===== config.mk =====
export PLATFORM = sky130hd
export DESIGN_NAME = timer_input_source_selector
export DESIGN_NICKNAME = d
export VERILOG_FILES = /design/src/include/tin_sel_pkg.sv /design/src/include/tin_sel_if.sv /design/src/hdl/tin_source_mux.sv /design/src/hdl/timer_input_source_selector.sv
export SDC_FILE = /design/constraint.sdc
export NUM_CORES = 1
export LEC_CHECK = 0
export ABC_CLOCK_PERIOD_IN_PS = 2000
export BUFFER_PORTS_ARGS = -buffer_cell sky130_fd_sc_hd__buf_4
export CAP_MARGIN = 40
export CORE_ASPECT_RATIO = 1.75
export CORE_MARGIN = 5
export CORE_UTILIZATION = 44
export DETAILED_ROUTE_END_ITERATION = 10
export GPL_TIMING_DRIVEN = 0
export PLACE_DENSITY = 0.84
export SLEW_MARGIN = 0
export SYNTH_ARGS = -nofsm -noshare
export SYNTH_HDL_FRONTEND = slang
export SYNTH_SLANG_ARGS = --single-unit

===== constraint.sdc =====
create_clock -name sys_clk_i -period 2 [get_ports sys_clk_i]
set_input_delay 0.2 -clock sys_clk_i [delete_from_list [all_inputs] [get_ports sys_clk_i]]
set_output_delay 0.2 -clock sys_clk_i [all_outputs]
set_load 0.03 [all_outputs]

===== src/include/tin_sel_pkg.sv =====
// Constants for the timer input source selector
package tin_sel_pkg;

  // Register byte addresses
  localparam logic [31:0] ADDR_INT_SRC   = 32'hFF770418;
  localparam logic [31:0] ADDR_CASCADE   = 32'hFF771000;
  localparam logic [31:0] ADDR_RX_SRC    = 32'hFF771004;
  localparam logic [31:0] ADDR_STAMP_SRC = 32'hFF772014;
  localparam logic [31:0] ADDR_IN_STATUS = 32'hFF772020;

  // Reset values
  localparam logic [7:0] RST_SEL = 8'h00;

  // Writable bits per register
  localparam logic [7:0] MASK_INT_SRC   = 8'h03;
  localparam logic [7:0] MASK_CASCADE   = 8'hFF;
  localparam logic [7:0] MASK_RX_SRC    = 8'h4F;
  localparam logic [7:0] MASK_STAMP_SRC = 8'h3F;

  // Field positions
  localparam int RX_IN0_LSB       = 0;
  localparam int RX_IN1_LSB       = 2;
  localparam int RX_IN2_UART_BIT  = 6;
  localparam int ST_CAN0_BIT      = 0;
  localparam int ST_IN11_BIT      = 1;
  localparam int ST_IN12_BIT      = 2;
  localparam int ST_IN13_BIT      = 3;
  localparam int ST_IN15_BIT      = 5;
  localparam int INT_IN0_BIT      = 0;
  localparam int INT_IN15_BIT     = 1;

  // Two-bit source codes for inputs 0 and 1
  localparam logic [1:0] SRC_STAMP = 2'h1;
  localparam logic [1:0] SRC_ALT   = 2'h3;

  // Register selector
  typedef enum logic [2:0] {
    REG_NONE   = 3'h0,
    REG_INT    = 3'h1,
    REG_CASC   = 3'h3,
    REG_RX     = 3'h2,
    REG_STAMP  = 3'h6,
    REG_STATUS = 3'h7
  } reg_sel_t;

endpackage : tin_sel_pkg


===== src/include/tin_sel_if.sv =====
// Carrier between register file and source multiplexer
`timescale 1ns/1ps
interface tin_sel_if;
  logic [7:0]  interrupt_source_reg;
  logic [7:0]  odd_cascade_reg;
  logic [7:0]  receive_source_reg;
  logic [7:0]  timestamp_source_reg;
  logic [15:0] timer_in;

  modport regs (output interrupt_source_reg, output odd_cascade_reg,
                output receive_source_reg, output timestamp_source_reg,
                input timer_in);
  modport mux  (input interrupt_source_reg, input odd_cascade_reg,
                input receive_source_reg, input timestamp_source_reg,
                output timer_in);
endinterface : tin_sel_if


===== src/hdl/tin_source_mux.sv =====
// Combinational source multiplexers for the sixteen timer inputs
`timescale 1ns/1ps
module tin_source_mux (
  // Selection carrier
  tin_sel_if.mux           sel,
  // Sources
  input  wire logic [15:0] pin_i,
  input  wire logic [3:0]  can_timestamp_out_i,
  input  wire logic        uart2_rx_line_i,
  input  wire logic        uart10_rx_line_i,
  input  wire logic        uart11_rx_line_i,
  input  wire logic        second_timer_ch3_irq_i
);

  logic        input0_second_pick;
  logic        input1_src;
  logic        input15_src;
  logic [15:0] tin;

  // Two-bit source decode used by inputs 0 and 1
  function automatic logic pick2(input logic [1:0] code, input logic pin,
                                 input logic stamp, input logic alt);
    logic r;
    r = pin;
    if (code == tin_sel_pkg::SRC_STAMP) begin
      r = stamp;
    end else if (code == tin_sel_pkg::SRC_ALT) begin
      r = alt;
    end
    return r;
  endfunction : pick2

  always_comb begin
    // Secondary pick for input 0
    input0_second_pick = sel.interrupt_source_reg[tin_sel_pkg::INT_IN0_BIT] ?
                         second_timer_ch3_irq_i : uart10_rx_line_i;
    input1_src = pick2(sel.receive_source_reg[tin_sel_pkg::RX_IN1_LSB +: 2], pin_i[1],
                       can_timestamp_out_i[1], uart11_rx_line_i);
    // Irq pick has priority over stamp pick
    if (sel.interrupt_source_reg[tin_sel_pkg::INT_IN15_BIT]) begin
      input15_src = second_timer_ch3_irq_i;
    end else if (sel.timestamp_source_reg[tin_sel_pkg::ST_IN15_BIT]) begin
      input15_src = can_timestamp_out_i[0];
    end else begin
      input15_src = pin_i[15];
    end
    tin = pin_i;
    tin[0] = pick2(sel.receive_source_reg[tin_sel_pkg::RX_IN0_LSB +: 2], pin_i[0],
                   can_timestamp_out_i[0], input0_second_pick);
    tin[1] = sel.odd_cascade_reg[0] ? tin[0] : input1_src;
    tin[2] = sel.receive_source_reg[tin_sel_pkg::RX_IN2_UART_BIT] ?
             uart2_rx_line_i : pin_i[2];
    tin[3] = sel.odd_cascade_reg[1] ? tin[2] : pin_i[3];
    tin[5] = sel.odd_cascade_reg[2] ? tin[4] : pin_i[5];
    tin[7] = sel.odd_cascade_reg[3] ? tin[6] : pin_i[7];
    tin[9] = sel.odd_cascade_reg[4] ? tin[8] : pin_i[9];
    tin[10] = sel.timestamp_source_reg[tin_sel_pkg::ST_CAN0_BIT] ?
              can_timestamp_out_i[0] : pin_i[10];
    tin[11] = sel.odd_cascade_reg[5] ? tin[10] :
              (sel.timestamp_source_reg[tin_sel_pkg::ST_IN11_BIT] ?
               can_timestamp_out_i[1] : pin_i[11]);
    tin[12] = sel.timestamp_source_reg[tin_sel_pkg::ST_IN12_BIT] ?
              can_timestamp_out_i[2] : pin_i[12];
    tin[13] = sel.odd_cascade_reg[6] ? tin[12] :
              (sel.timestamp_source_reg[tin_sel_pkg::ST_IN13_BIT] ?
               can_timestamp_out_i[3] : pin_i[13]);
    tin[15] = sel.odd_cascade_reg[7] ? tin[14] : input15_src;
  end

  assign sel.timer_in = tin;

endmodule : tin_source_mux


===== src/hdl/timer_input_source_selector.sv =====
// APB register file and registered outputs of the timer input selector
//
// Function
// - Receive register bit 6 picks uart2 receive line for timer input 2.
// - Receive bits 3:2 pick pin, CAN1 stamp or uart11 for input-1 selector.
// - Receive bits 1:0 pick pin, CAN0 stamp or secondary pick for input 0.
// - Interrupt register bit 0 picks uart10 or second timer irq for input 0.
// - Interrupt register bit 1 picks second timer irq for input-15 selector.
// - Stamp register bit 5 picks CAN0 stamp for input-15 selector.
// - Stamp register bit 3 picks CAN3 stamp for input-13 selector.
// - Stamp register bit 2 picks CAN2 stamp for timer input 12.
// - Stamp register bit 1 picks CAN1 stamp for input-11 selector.
// - Stamp register bit 0 picks CAN0 stamp for timer input 10.
// - Selection registers are accessed only as whole bytes.
// - Odd input takes neighbouring even input when its cascade bit is set.
`timescale 1ns/1ps
module timer_input_source_selector (
  // Clock and reset
  input  wire logic        sys_clk_i,
  input  wire logic        rst_i,
  // APB slave
  input  wire logic        psel_i,
  input  wire logic        penable_i,
  input  wire logic        pwrite_i,
  input  wire logic [31:0] paddr_i,
  input  wire logic [31:0] pwdata_i,
  input  wire logic [3:0]  pstrb_i,
  output logic             pready_o,
  output logic [31:0]      prdata_o,
  output logic             pslverr_o,
  // Sources
  input  wire logic [15:0] pin_i,
  input  wire logic [3:0]  can_timestamp_out_i,
  input  wire logic        uart2_rx_line_i,
  input  wire logic        uart10_rx_line_i,
  input  wire logic        uart11_rx_line_i,
  input  wire logic        second_timer_ch3_irq_i,
  // Timer inputs
  output logic [15:0]      timer_in_o
);

  tin_sel_if sel ();

  logic [7:0]             interrupt_source_r;
  logic [7:0]             odd_cascade_r;
  logic [7:0]             receive_source_r;
  logic [7:0]             timestamp_source_r;
  logic                   pready_r;
  logic [31:0]            prdata_r;
  logic                   pslverr_r;
  logic [15:0]            timer_in_r;
  tin_sel_pkg::reg_sel_t  reg_sel;
  logic                   access;
  logic                   wr_done;
  logic                   byte_ok;
  logic [31:0]            rdata_nxt;

  // Address decode
  function automatic tin_sel_pkg::reg_sel_t decode(input logic [31:0] a);
    tin_sel_pkg::reg_sel_t r;
    case (a)
      tin_sel_pkg::ADDR_INT_SRC:   r = tin_sel_pkg::REG_INT;
      tin_sel_pkg::ADDR_CASCADE:   r = tin_sel_pkg::REG_CASC;
      tin_sel_pkg::ADDR_RX_SRC:    r = tin_sel_pkg::REG_RX;
      tin_sel_pkg::ADDR_STAMP_SRC: r = tin_sel_pkg::REG_STAMP;
      tin_sel_pkg::ADDR_IN_STATUS: r = tin_sel_pkg::REG_STATUS;
      default:                     r = tin_sel_pkg::REG_NONE;
    endcase
    return r;
  endfunction : decode

  assign reg_sel = decode(paddr_i);
  assign access  = psel_i & penable_i;
  // Write needs lane 0 alone, a whole byte
  assign byte_ok = (pstrb_i == 4'h1);
  assign wr_done = access & pready_r & pwrite_i & byte_ok & ~pslverr_r;

  // One wait state, then answer
  always_ff @(posedge sys_clk_i or posedge rst_i) begin
    if (rst_i) begin
      pready_r <= 1'b0;
    end else begin
      pready_r <= access & ~pready_r;
    end
  end

  always_comb begin
    rdata_nxt = 32'h0000_0000;
    case (reg_sel)
      tin_sel_pkg::REG_INT:    rdata_nxt[7:0]  = interrupt_source_r;
      tin_sel_pkg::REG_CASC:   rdata_nxt[7:0]  = odd_cascade_r;
      tin_sel_pkg::REG_RX:     rdata_nxt[7:0]  = receive_source_r;
      tin_sel_pkg::REG_STAMP:  rdata_nxt[7:0]  = timestamp_source_r;
      tin_sel_pkg::REG_STATUS: rdata_nxt[15:0] = timer_in_r;
      default:                 rdata_nxt       = 32'h0000_0000;
    endcase
  end

  // Read data and error, captured in first access cycle
  always_ff @(posedge sys_clk_i or posedge rst_i) begin
    if (rst_i) begin
      prdata_r  <= 32'h0000_0000;
      pslverr_r <= 1'b0;
    end else if (access & ~pready_r) begin
      prdata_r  <= pwrite_i ? 32'h0000_0000 : rdata_nxt;
      pslverr_r <= (reg_sel == tin_sel_pkg::REG_NONE) |
                   (pwrite_i & ((reg_sel == tin_sel_pkg::REG_STATUS) | ~byte_ok));
    end else begin
      prdata_r  <= 32'h0000_0000;
      pslverr_r <= 1'b0;
    end
  end

  // Selection registers
  always_ff @(posedge sys_clk_i or posedge rst_i) begin
    if (rst_i) begin
      interrupt_source_r <= tin_sel_pkg::RST_SEL;
      odd_cascade_r      <= tin_sel_pkg::RST_SEL;
      receive_source_r   <= tin_sel_pkg::RST_SEL;
      timestamp_source_r <= tin_sel_pkg::RST_SEL;
    end else if (wr_done) begin
      case (reg_sel)
        tin_sel_pkg::REG_INT:
          interrupt_source_r <= pwdata_i[7:0] & tin_sel_pkg::MASK_INT_SRC;
        tin_sel_pkg::REG_CASC:
          odd_cascade_r <= pwdata_i[7:0] & tin_sel_pkg::MASK_CASCADE;
        tin_sel_pkg::REG_RX:
          receive_source_r <= pwdata_i[7:0] & tin_sel_pkg::MASK_RX_SRC;
        tin_sel_pkg::REG_STAMP:
          // Bit 4 stored as written; software keeps it zero
          timestamp_source_r <= pwdata_i[7:0] & tin_sel_pkg::MASK_STAMP_SRC;
        default: ;
      endcase
    end
  end

  assign sel.interrupt_source_reg = interrupt_source_r;
  assign sel.odd_cascade_reg      = odd_cascade_r;
  assign sel.receive_source_reg   = receive_source_r;
  assign sel.timestamp_source_reg = timestamp_source_r;

  tin_source_mux u_mux (
    .sel                    (sel),
    .pin_i                  (pin_i),
    .can_timestamp_out_i    (can_timestamp_out_i),
    .uart2_rx_line_i        (uart2_rx_line_i),
    .uart10_rx_line_i       (uart10_rx_line_i),
    .uart11_rx_line_i       (uart11_rx_line_i),
    .second_timer_ch3_irq_i (second_timer_ch3_irq_i)
  );

  // Output stage of the timer inputs
  always_ff @(posedge sys_clk_i or posedge rst_i) begin
    if (rst_i) begin
      timer_in_r <= 16'h0000;
    end else begin
      timer_in_r <= sel.timer_in;
    end
  end

  assign pready_o   = pready_r;
  assign prdata_o   = prdata_r;
  assign pslverr_o  = pslverr_r;
  assign timer_in_o = timer_in_r;

endmodule : timer_input_source_selector


# After elaboration in Yosys (flattened, before gate mapping)
# Cells that the tools add are included.
# word_totals
register_bits	71
latch_bits	0
ram_bits	0
romBits	0
in_bits	97
wordCells	66
mem_count	0
# classes
addsub	0
mul	0
div_mod_pow	0
order_cmp	0
n_eq_ne	15
shift	0
muxes	26
n_bitwise	12
n_reduce_logical	5
# op_table
operator	n
== test 32 bit (second input constant)	5
case mux 8 bit (5 select lines)	1
two-way mux 16 bit	2
two-way mux 1 bit	21
case mux 3 bit (5 select lines)	1
two-way mux 8 bit	1
AND reduction 2 bit	4
bitwise AND 1 bit	7
== test 3 x 2 -> 1 bit (second input constant)	2
== test 3 bit (second input constant)	2
== test 2 x 1 -> 1 bit (second input constant)	2
== test 2 bit (second input constant)	2
== test 4 x 1 -> 1 bit (second input constant)	1
== test 3 x 1 -> 1 bit (second input constant)	1
logical NOT 3 bit	1
inverter 1 bit	3
bitwise OR 1 bit	2

# Logic depth before layout (Yosys ltp)
# Gate-level depths: netlist (run 1).
# logic_depth
depth_word	7
ltp_mapped	7

# Hierarchy
# From an unflattened synthesis (run 1), not the netlist that was laid out.
# hier_totals
cells_unflattened	240
hier_area_um2	2787.7
# modules_own_cells
mod	n_inst	cells_per_inst	area_per_inst_um2	seq_area_each_um2
timer_input_source_selector	1	210	2541.2	1376.3
tin_source_mux	1	30	246.5	0.0

# Worst setup path before layout (run 1)
# Ideal clock, no wire load.
# synth_path
kind	input-to-reg
start	input paddr_i[8]
end	register interrupt_source_r[0]
t_arrival_ns	2.170
required_time_ns	1.875
setup_slack_ns	-0.294
path_stages	7
path_buffers	1
cell_sequence	or4_4 -> or3_4 -> a211oi_1 -> buf_2 -> nand3_1 -> nor3_2 -> mux2_2
# synth_between
elab_chain_cells	4
elab_cells_between_ends	8
cone_classes	eq/ne: 6; mux: 1; reduce/logical: 1
# synth_lines
item	line_no	source
from (decl)	timer_input_source_selector.sv:25	input wire logic [31:0] paddr_i,
== test 32 bit	timer_input_source_selector.sv:61	case (a)
case mux 3 bit (5 select lines) *	timer_input_source_selector.sv:61	
== test 3 x 1 -> 1 bit *	timer_input_source_selector.sv:122	case (reg_sel)
AND reduction 2 bit (no source line) *	--	
to (signal assigned)	timer_input_source_selector.sv:117	interrupt_source_r <= tin_sel_pkg::RST_SEL;
to (signal assigned)	timer_input_source_selector.sv:124	interrupt_source_r <= pwdata_i[7:0] & tin_sel_pkg::MASK_INT_SRC;
to (decl)	timer_input_source_selector.sv:44	logic [7:0] interrupt_source_r;
# Every way passes the cells marked *; elsewhere a longest branch is shown, timed or not.
# A chain may end at the register's enable or synchronous reset.

# Final worst setup path (run 1)
# Same ends and word-level chain as after synthesis.

==> impl_metrics.tcl, run 1 <==
set metrics [dict create \
    clk_pin_slew_ns 0.11 \
    cts_sinks 55 \
    grt_setup_unrepaired "true" \
    regArea_um2 1380 \
    whs_ns 0.105 \
    initial_core_util_pct 44.9 \
    slew_headroom_pct 47.7 \
    p_leak_nw 1.95 \
    hold_path_class "in2reg" \
    portBuffers 106 \
    status "finished, violations left" \
    post-route-cell-area_um2 3970 \
    finalHoldViolCount 0 \
    maxSlewViolCount 0 \
    grt_pass1_wl_um 10900 \
    die_h_um 112 \
    avgSynthCellArea_um2 12.4 \
    ir_drop_uv 435 \
    fp.dieW_um 68.3 \
    grt-ovfl-total 0 \
    drc 0 \
    fin_nets 454 \
    async_flop_share_pct 100 \
    final_util_pct 68.1 \
    max_cap_violations 0 \
    ant_nets 0 \
    via_count 2180 \
    power.density_nw_per_um2 538 \
    multi_input_area_um2 1290 \
    synth.distinct_cells 46 \
    synth_top_family_by_area "multiplexers" \
    coreArea_um2 5830 \
    yosysSeqAreaShare_pct 52.6 \
    wire_per_inst_um 16.3 \
    numCtsBuffers 5 \
    tritoncts "yes" \
    drt_iter0_markers 98 \
    synth-seq-cells 55 \
    layout_commonest_cell "buf_4" \
    synth-edff-count 0 \
    synth_compound_area_share_pct 6.45 \
    crit_arrival_ns 2.25 \
    htree_num_levels 2 \
    final_cell_mix "buf_4, dfrtp_1, mux2_2, conb_1, mux2_4" \
    diodes 0 \
    fillerInstances 451 \
    core.rowCount 37 \
    antenna_found_initial 0 \
    cts_buffer_depth 2 \
    place_inst 412 \
    dp_hpwl_um 5460 \
    wirelength_um 7100 \
    fin_skew_ns 0.00762 \
    grt_pass1_vias 2266 \
    start_kind "input port" \
    fin_ws_ns -0.0353 \
    timing.fmax_ghz 0.491 \
    syn_inst 212 \
    placed_area_um2 3600 \
    first_pass_iters 4 \
    synth_area_um2 2620 \
    tightest_slew_ns 0.785 \
    cts_root_buf "clkbuf_8" \
    gp_congestion 0.836 \
    period_share_pct 102 \
    synth-xor-area-share_pct 0 \
    drive_gt1_share_pct 54.7 \
    fin_cells 436 \
    synth_warnings 0 \
    period_needed_ns 2.04 \
    synthTopCellsByArea "dfrtp_1, mux2_2, mux2i_1, buf_4, and2_1" \
    finalSetupViolations 8 \
    die_area_um2 7660 \
    worstPathRequired_ns 2.21 \
    violations "negative setup slack" \
    num_io_pins 147 \
    synth_top_cell_by_area "dfrtp_1" \
    path_max_fanout 5 \
    synth_top_area_share_pct 52.6 \
    end_kind "flip-flop" \
    area_delta_synth_final_pct 51.7 \
    synthFlopType "dfrtp_1" \
    synth-simple-area-share_pct 17.6 \
    vias_per_cell 5.00 \
    synthAdderAreaFrac_pct 0 \
    clkLatencyLatePin_ns 0.32 \
    grt_max_degree 32 \
    worstSetupPathType "in2reg" \
    synthMuxAreaShare_pct 17.9 \
    grt_usage_pct 18.8 \
]
-- synth_stat cells, types with 2 or more instances --
library cell,count
and2_1,8
a2bb2oi_1,2
nand3_1,2
inv_1,3
a222oi_1,2
a211oi_1,2
nor3_1,3
buf_4,16
nor3b_1,3
nor3_2,2
nand4_1,3
dfrtp_1,55
nor2_1,13
nand4b_1,4
or2_2,2
o22a_1,2
nand2_1,9
and3b_1,2
o21ai_0,7
o2bb2ai_1,2
mux2_2,31
a21oi_1,3
or3_1,2
mux2i_1,12
-- timing repair --
action,in CTS,in global routing
gates resized for setup,11,21
buffers inserted,9,2
pin swaps,4,7
endpoints found under the setup margin,24,29
cloned,0,0
hold endpoints to repair,28,0
hold buffers,5,0
-- final timing paths --
check | from | to | slack (ns) | cells past startpoint
max in group asynchronous | rst_i | sel.timestamp_source_reg[3]$_DFFE_PP0P_ | 0.98 | 4
hold reg to reg | timer_in_o[11]$_DFF_PP0_ | prdata_o[11]$_DFF_PP0_ | 0.48 | 1
min in group asynchronous | rst_i | prdata_o[13]$_DFF_PP0_ | 0.47 | 3
hold / removal | pin_i[7] | timer_in_o[7]$_DFF_PP0_ | 0.10 | 2
setup / recovery | paddr_i[8] | interrupt_source_r[0]$_DFFE_PP0P_ | -0.04 | 8
setup reg to reg | pslverr_o$_DFF_PP0_ | odd_cascade_r[6]$_DFFE_PP0P_ | 0.28 | 5
-- report_power, final --
part / total [mW] / switching [mW] / internal [mW]
logic: 0.346 / 0.176 / 0.170
registers: 1.14 / 0.0116 / 1.13
clock network: 0.648 / 0.388 / 0.260
total: 2.14 / 0.575 / 1.56
-- logic make-up (layout without fill, tap and decap cells) --
group / count (synthesis) / count (layout)
buffers and inverters: 21 / 152
AND/OR/NAND/NOR: 68 / 68
AO/OA/AOI/OAI: 24 / 24
multiplexers: 43 / 43
flip-flops: 55 / 55
other: 1 / 16
-- metal layers --
layer	part of all wire, %	vias up	global-route usage, %
li1	-	1032	-
met1	34	1050	20.5
met2	57	83	34.6
met3	5.9	15	3.00
met4	2.6	0	7.17
met5	0	-	0
-- final cells by class --
class | instances | share of cell area, %
plain buffers | 18 | 3.40
clock buffers | 5 | 1.73
clock inverters | 3 | 0.724
inverters | 3 | 0.283
multi-input cells | 151 | 32.5
flip-flops and latches | 55 | 34.6
well taps | 78 | 2.46
repair buffers | 123 | 24.3
-- per-stage QoR --
stage / power, mW / worst slack, ns / setup TNS [ns]
3_5_place_dp: 1.49 / -0.806 / -18.27
2_1_floorplan: 1.32 / -0.255 / -4.27
6_report: 2.14 / -0.0353 / -0.157
5_1_grt: 2.21 / -0.0825 / -1.02
3_3_place_gp: 1.48 / -0.775 / -24.65
4_1_cts: 2.14 / -0.0252 / -0.0606
-- worst max-delay path, stage by stage --
cell,delay (ns)
buf_6,0.09
or4_4,0.54
or3_4,0.44
a211oi_4,0.21
buf_6,0.16
nand3_2,0.10
nor3_4,0.19
mux2_4,0.32
Note: power is estimated with default switching activity, not from simulation.
==> run 2: changes to the inputs <==
Settings changed: PLACE_DENSITY 0.84 to 0.8.
==> impl_metrics.tcl, run 2 (synthesized netlist as in run 1, its figures left out) <==
set metrics [dict create \
    die_area_um2 7660 \
    diodes 0 \
    r2r_cells 5 \
    ir_drop_uv 405 \
    switchingPower_uw 544 \
    slowest_stage "or4_4" \
    tightest_slew_ns 0.765 \
    max_cap_violations 0 \
    finalHoldViolCount 0 \
    tns_ns -1.41 \
    drt_iter0_markers 143 \
    crit_arrival_ns 2.33 \
    switching_share_pct 24.6 \
    power_frac_clock_pct 32.9 \
    fin_total_pwr_mw 2.22 \
    core.rowCount 37 \
    portBuffers 106 \
    worstPathRequired_ns 2.19 \
    path_max_fanout 5 \
    grt_usage_pct 18.8 \
    coreArea_um2 5830 \
    rr_startpoint "pslverr_o$_DFF_PP0_" \
    period_share_pct 107 \
    drc 0 \
    die_h_um 112 \
    grt_max_degree 37 \
    intPower_mw 1.67 \
    wire_per_inst_um 16.2 \
    combPwrFrac_pct 15.6 \
    fin_nets 453 \
    htree_num_levels 2 \
    finalSetupViolations 21 \
    dp_hpwl_um 5480 \
    drive_gt1_share_pct 54.3 \
    maxSlewViolCount 0 \
    p_seq_share_pct 51.5 \
    vias_per_cell 4.98 \
    power.density_nw_per_um2 561 \
    ant_nets 0 \
    path_cells "buf_6 -> or4_4 -> or3_4 -> buf_12 -> nor3_4 -> nand4_1 -> buf_6 -> mux2_2" \
    cts_sinks 55 \
    reg2reg_setup_slack_ns 0.25 \
    status "finished, violations left" \
    area_delta_synth_final_pct 50.8 \
    p_leak_nw 1.95 \
    gp_congestion 0.801 \
    layout_commonest_cell "buf_4" \
    end_kind "flip-flop" \
    grt_pass1_vias 2309 \
    fin_ws_ns -0.132 \
    r2r_end "odd_cascade_r[7]$_DFFE_PP0P_" \
    crit_end "receive_source_r[1]$_DFFE_PP0P_" \
    grt_setup_unrepaired "true" \
    final_cell_mix "buf_4, dfrtp_1, mux2_2, conb_1, mux2i_1" \
    antenna_found_initial 0 \
    numCtsBuffers 5 \
    clk_pin_slew_ns 0.10 \
    slew_headroom_pct 49.0 \
    violations "negative setup slack" \
    wirelength_um 7040 \
    hold_path_class "in2reg" \
    clkLatencyLatePin_ns 0.31 \
    grt-ovfl-total 0 \
    via_count 2165 \
    first_pass_iters 7 \
    worstSetupPathType "in2reg" \
    initial_core_util_pct 44.9 \
    cts_buffer_depth 2 \
    max_stage_delay_ns 0.52 \
    fin_skew_ns 0.00997 \
    num_io_pins 147 \
    startpoint "paddr_i[14]" \
    start_kind "input port" \
    fp.dieW_um 68.3 \
    path_common_cell "buf_6" \
    timing.fmax_ghz 0.469 \
    tritoncts "yes" \
    cts_root_buf "clkbuf_8" \
    grt_pass1_wl_um 10900 \
    period_needed_ns 2.13 \
]
[run 2: power by group through the flow]
| stage | Clock [mW] | Combinational (mW) | Sequential (mW) |
|---|---|---|---|
| 2_1_floorplan | 0 | 0.121 | 1.20 |
| 3_3_place_gp | 0 | 0.320 | 1.16 |
| 3_5_place_dp | 0 | 0.330 | 1.16 |
| 4_1_cts | 0.743 | 0.338 | 1.14 |
| 5_1_grt | 0.796 | 0.371 | 1.14 |
| 6_report | 0.729 | 0.345 | 1.14 |
[run 2: routing by layer]
layer / global-route usage (%) / up-vias / share of wire, % / routed length [um]
met1: 20.6 / 1044 / 35 / 2450
met5: 0 / - / 0 / 0
met4: 6.64 / 0 / 1.8 / 125
met3: 2.70 / 10 / 5.3 / 373
met2: 35.0 / 85 / 58 / 4090
li1: - / 1026 / - / -
[run 2: worst min path at each step]
stage                          from                  endpoint  slack, ns  depth (start not counted)
final                      pin_i[7]   timer_in_o[7]$_DFF_PP0_       0.12                          2
after global routing       pin_i[7]   timer_in_o[7]$_DFF_PP0_       0.12                          2
after global placement     pin_i[8]   timer_in_o[8]$_DFF_PP0_       0.32                          1
after detailed placement      rst_i     prdata_o[5]$_DFF_PP0_       0.23                          2
after CTS                  pin_i[4]   timer_in_o[4]$_DFF_PP0_      0.007                          1
after floorplan           pin_i[14]  timer_in_o[14]$_DFF_PP0_       0.23                          0
[run 2: timing repair]
action | in CTS | in global routing
hold buffers | 4 | 1
buffers inserted | 8 | 2
gates resized for setup | 3 | 19
hold endpoints to repair | 22 | 1
setup endpoints to repair | 29 | 30
pin swaps | 5 | 9
[run 2: cell type report]
| class | count | area, um^2 |
|---|---|---|
| Buffer | 18 | 135 |
| Clock buffer | 5 | 68.8 |
| Clock inverter | 3 | 43.8 |
| Fill cell | 475 | 1880 |
| Inverter | 3 | 11.3 |
| Multi-Input combinational cell | 151 | 1250 |
| Sequential cell | 55 | 1380 |
| Tap cell | 78 | 97.6 |
| Timing Repair Buffer | 122 | 965 |
[run 2: stage by stage]
step	cells	setup slack (ns)	hold WS, ns	instance area [um^2]	util, %
after CTS	432	-0.0670	0.00720	3830	65.6
after floorplan	227	-0.255	0.231	2680	-
after global routing	435	-0.167	0.115	3950	67.7
final	435	-0.132	0.120	3950	67.7
after global placement	411	-0.789	0.317	3580	61.3
after detailed placement	412	-0.831	0.233	3600	61.6
[run 2: critical path: cells and delay by family]
kind                   cells  cell delay (ns)
buffers and inverters      3             0.45
muxes                      1             0.26
and+or+nand+nor            4             1.41
==> run 3: changes to the inputs <==
Settings changed: ABC_AREA set to 1, CORE_UTILIZATION 44 to 45.
==> impl_metrics.tcl, run 3 <==
set metrics [dict create \
    status "completed" \
    synth-seq-cells 55 \
    ctsHoldBuffers 4 \
    drt_iter0_markers 137 \
    portBuffers 106 \
    num_io_pins 147 \
    reg2reg_setup_slack_ns 0.36 \
    synth_top_area_share_pct 49.5 \
    cts_root_buf "clkbuf_8" \
    fin_cells 552 \
    period_needed_ns 1.64 \
    synth_top_cell_by_area "dfrtp_1" \
    via_count 2581 \
    synthAdderAreaFrac_pct 0 \
    cts_buffer_depth 2 \
    grt_max_degree 41 \
    hold_path_class "in2reg" \
    coreArea_um2 6090 \
    worstSetupPathType "reg2reg" \
    synth-xor-area-share_pct 0 \
    wirelength_um 7340 \
    synth_top_family_by_area "simple AND/OR/NAND/NOR gates" \
    initial_core_util_pct 45.6 \
    synthMuxAreaShare_pct 2.43 \
    synthTopCellsByArea "dfrtp_1, nand2_1, nor2_1, inv_1, buf_4" \
    cts_resized 0 \
    period_share_pct 82.1 \
    ant_nets 0 \
    timing.fmax_ghz 0.609 \
    path_max_fanout 10 \
    synth_warnings 0 \
    synthFlopType "dfrtp_1" \
    slew_headroom_pct 63.3 \
    cts_sinks 55 \
    final_cell_mix "buf_4, nand2_1, dfrtp_1, nor2_1, inv_1" \
    power.density_nw_per_um2 544 \
    r2r_cells 6 \
    drive_gt1_share_pct 33.9 \
    crit_arrival_ns 1.85 \
    drc 0 \
    async_flop_share_pct 100 \
    tritoncts "yes" \
    numCtsBuffers 5 \
    yosysSeqAreaShare_pct 49.5 \
    wire_per_inst_um 13.3 \
    tightest_slew_ns 0.546 \
    worstPathRequired_ns 2.20 \
    startpoint "pready_o$_DFF_PP0_" \
    first_pass_iters 4 \
    r2r_end "sel.timestamp_source_reg[1]$_DFFE_PP0P_" \
    fp.dieW_um 69.4 \
    dp_hpwl_um 5980 \
    area_delta_synth_final_pct 39.7 \
    clk_pin_slew_ns 0.09 \
    ir_drop_uv 420 \
    place_inst 540 \
    grt_pass1_vias 2664 \
    core.rowCount 38 \
    grt-ovfl-total 0 \
    vias_per_cell 4.68 \
    synth-simple-area-share_pct 29.3 \
    finalHoldViolCount 0 \
    synth_area_um2 2780 \
    htree_num_levels 2 \
    grt_setup_unrepaired "false" \
    die_h_um 114 \
    fin_total_pwr_mw 2.11 \
    fin_skew_ns 0.0138 \
    layout_commonest_cell "buf_4" \
    synth-edff-count 0 \
    grt_pass1_wl_um 12000 \
    start_kind "flip-flop" \
    crit_end "sel.timestamp_source_reg[1]$_DFFE_PP0P_" \
    clkLatencyLatePin_ns 0.32 \
    antenna_found_initial 0 \
    rr_startpoint "pready_o$_DFF_PP0_" \
    synth_compound_area_share_pct 7.61 \
    fin_nets 568 \
    syn_inst 338 \
    synth.most_common_cell "nand2_1" \
    diodes 0 \
    max_cap_violations 0 \
    gp_congestion 0.870 \
    die_area_um2 7910 \
    synth.distinct_cells 28 \
    end_kind "flip-flop" \
    avgSynthCellArea_um2 8.22 \
    maxSlewViolCount 0 \
    p_leak_nw 2.07 \
    finalSetupViolations 0 \
    grt_usage_pct 18.8 \
    synth_common_cells "nand2_1, dfrtp_1, nor2_1, inv_1, buf_4" \
    post_cts.repair.setup_buffers 0 \
]
==> run 3: changes by cell type in the layout (fill, tap and decap cells not counted), moves of 12 or more <==
| cell | before | now |
|---|---|---|
| o21ai_1 | 0 | 13 |
| mux2_2 | 28 | 6 |
| inv_1 | 2 | 39 |
| nor2_1 | 11 | 45 |
| mux2i_1 | 12 | 0 |
| nand2_1 | 9 | 89 |
| nand3_1 | 0 | 17 |
==> run 3: cell type report <==
type / instances / area, um^2
inverters: 41 / 154
multi-input cells: 237 / 1150
well taps: 80 / 100
plain buffers: 20 / 150
flip-flops and latches: 55 / 1380
fillers: 557 / 2200
clock inverters: 3 / 22.5
repair buffers: 111 / 856
clock buffers: 5 / 68.8
==> run 3: metrics by stage <==
step           TNS (ns)  util, %  hold WS, ns  area [um^2]  worst slack, ns
2_1_floorplan         0        -        0.231         2830            0.457
3_3_place_gp      -5.78     61.3        0.316         3730           -0.108
3_5_place_dp          0     61.6        0.195         3750            0.238
4_1_cts               0     63.8      0.00900         3880            0.357
5_1_grt               0     63.8      0.00800         3880            0.239
6_report              0     63.8       0.0140         3880            0.358
==> run 3: where the power goes <==
group,total (mW),switching [mW],internal [mW]
clock network,0.624,0.372,0.252
logic,0.345,0.181,0.165
registers,1.14,0.0141,1.13
==> run 3: routing by layer <==
layer / vias to the layer above / track usage [%] / share of wire, %
met1: 1171 / 20.0 / 35
li1: 1297 / - / -
met3: 21 / 3.62 / 5.3
met5: - / 0 / 0
met2: 92 / 35.2 / 56
met4: 0 / 9.13 / 3.5
==> run 3: worst min path at each step <==
stage / start / endpoint / slack, ns / cells after the start
after detailed placement: rst_i / prdata_o[9]$_DFF_PP0_ / 0.19 / 2
after floorplan: pin_i[14] / timer_in_o[14]$_DFF_PP0_ / 0.23 / 0
final: pin_i[14] / timer_in_o[14]$_DFF_PP0_ / 0.01 / 1
after CTS: pin_i[14] / timer_in_o[14]$_DFF_PP0_ / 0.009 / 1
after global placement: pin_i[8] / timer_in_o[8]$_DFF_PP0_ / 0.32 / 1
after global routing: pin_i[14] / timer_in_o[14]$_DFF_PP0_ / 0.008 / 1
==> run 3: kinds of logic after synthesis <==
| family | after synthesis |
|---|---|
| buffers and inverters | 61 |
| other | 1 |
| flip-flops | 55 |
| AO/OA/AOI/OAI | 39 |
| multiplexers | 6 |
| AND/OR/NAND/NOR | 176 |
==> run 3: worst max-delay path: stages (launching register included) <==
cell and delay, ns:
dfrtp_1 0.41, nand2_1 0.09, nor4_2 0.48, nand2_1 0.21, buf_4 0.22, nand2_1 0.06
o21ai_1 0.06
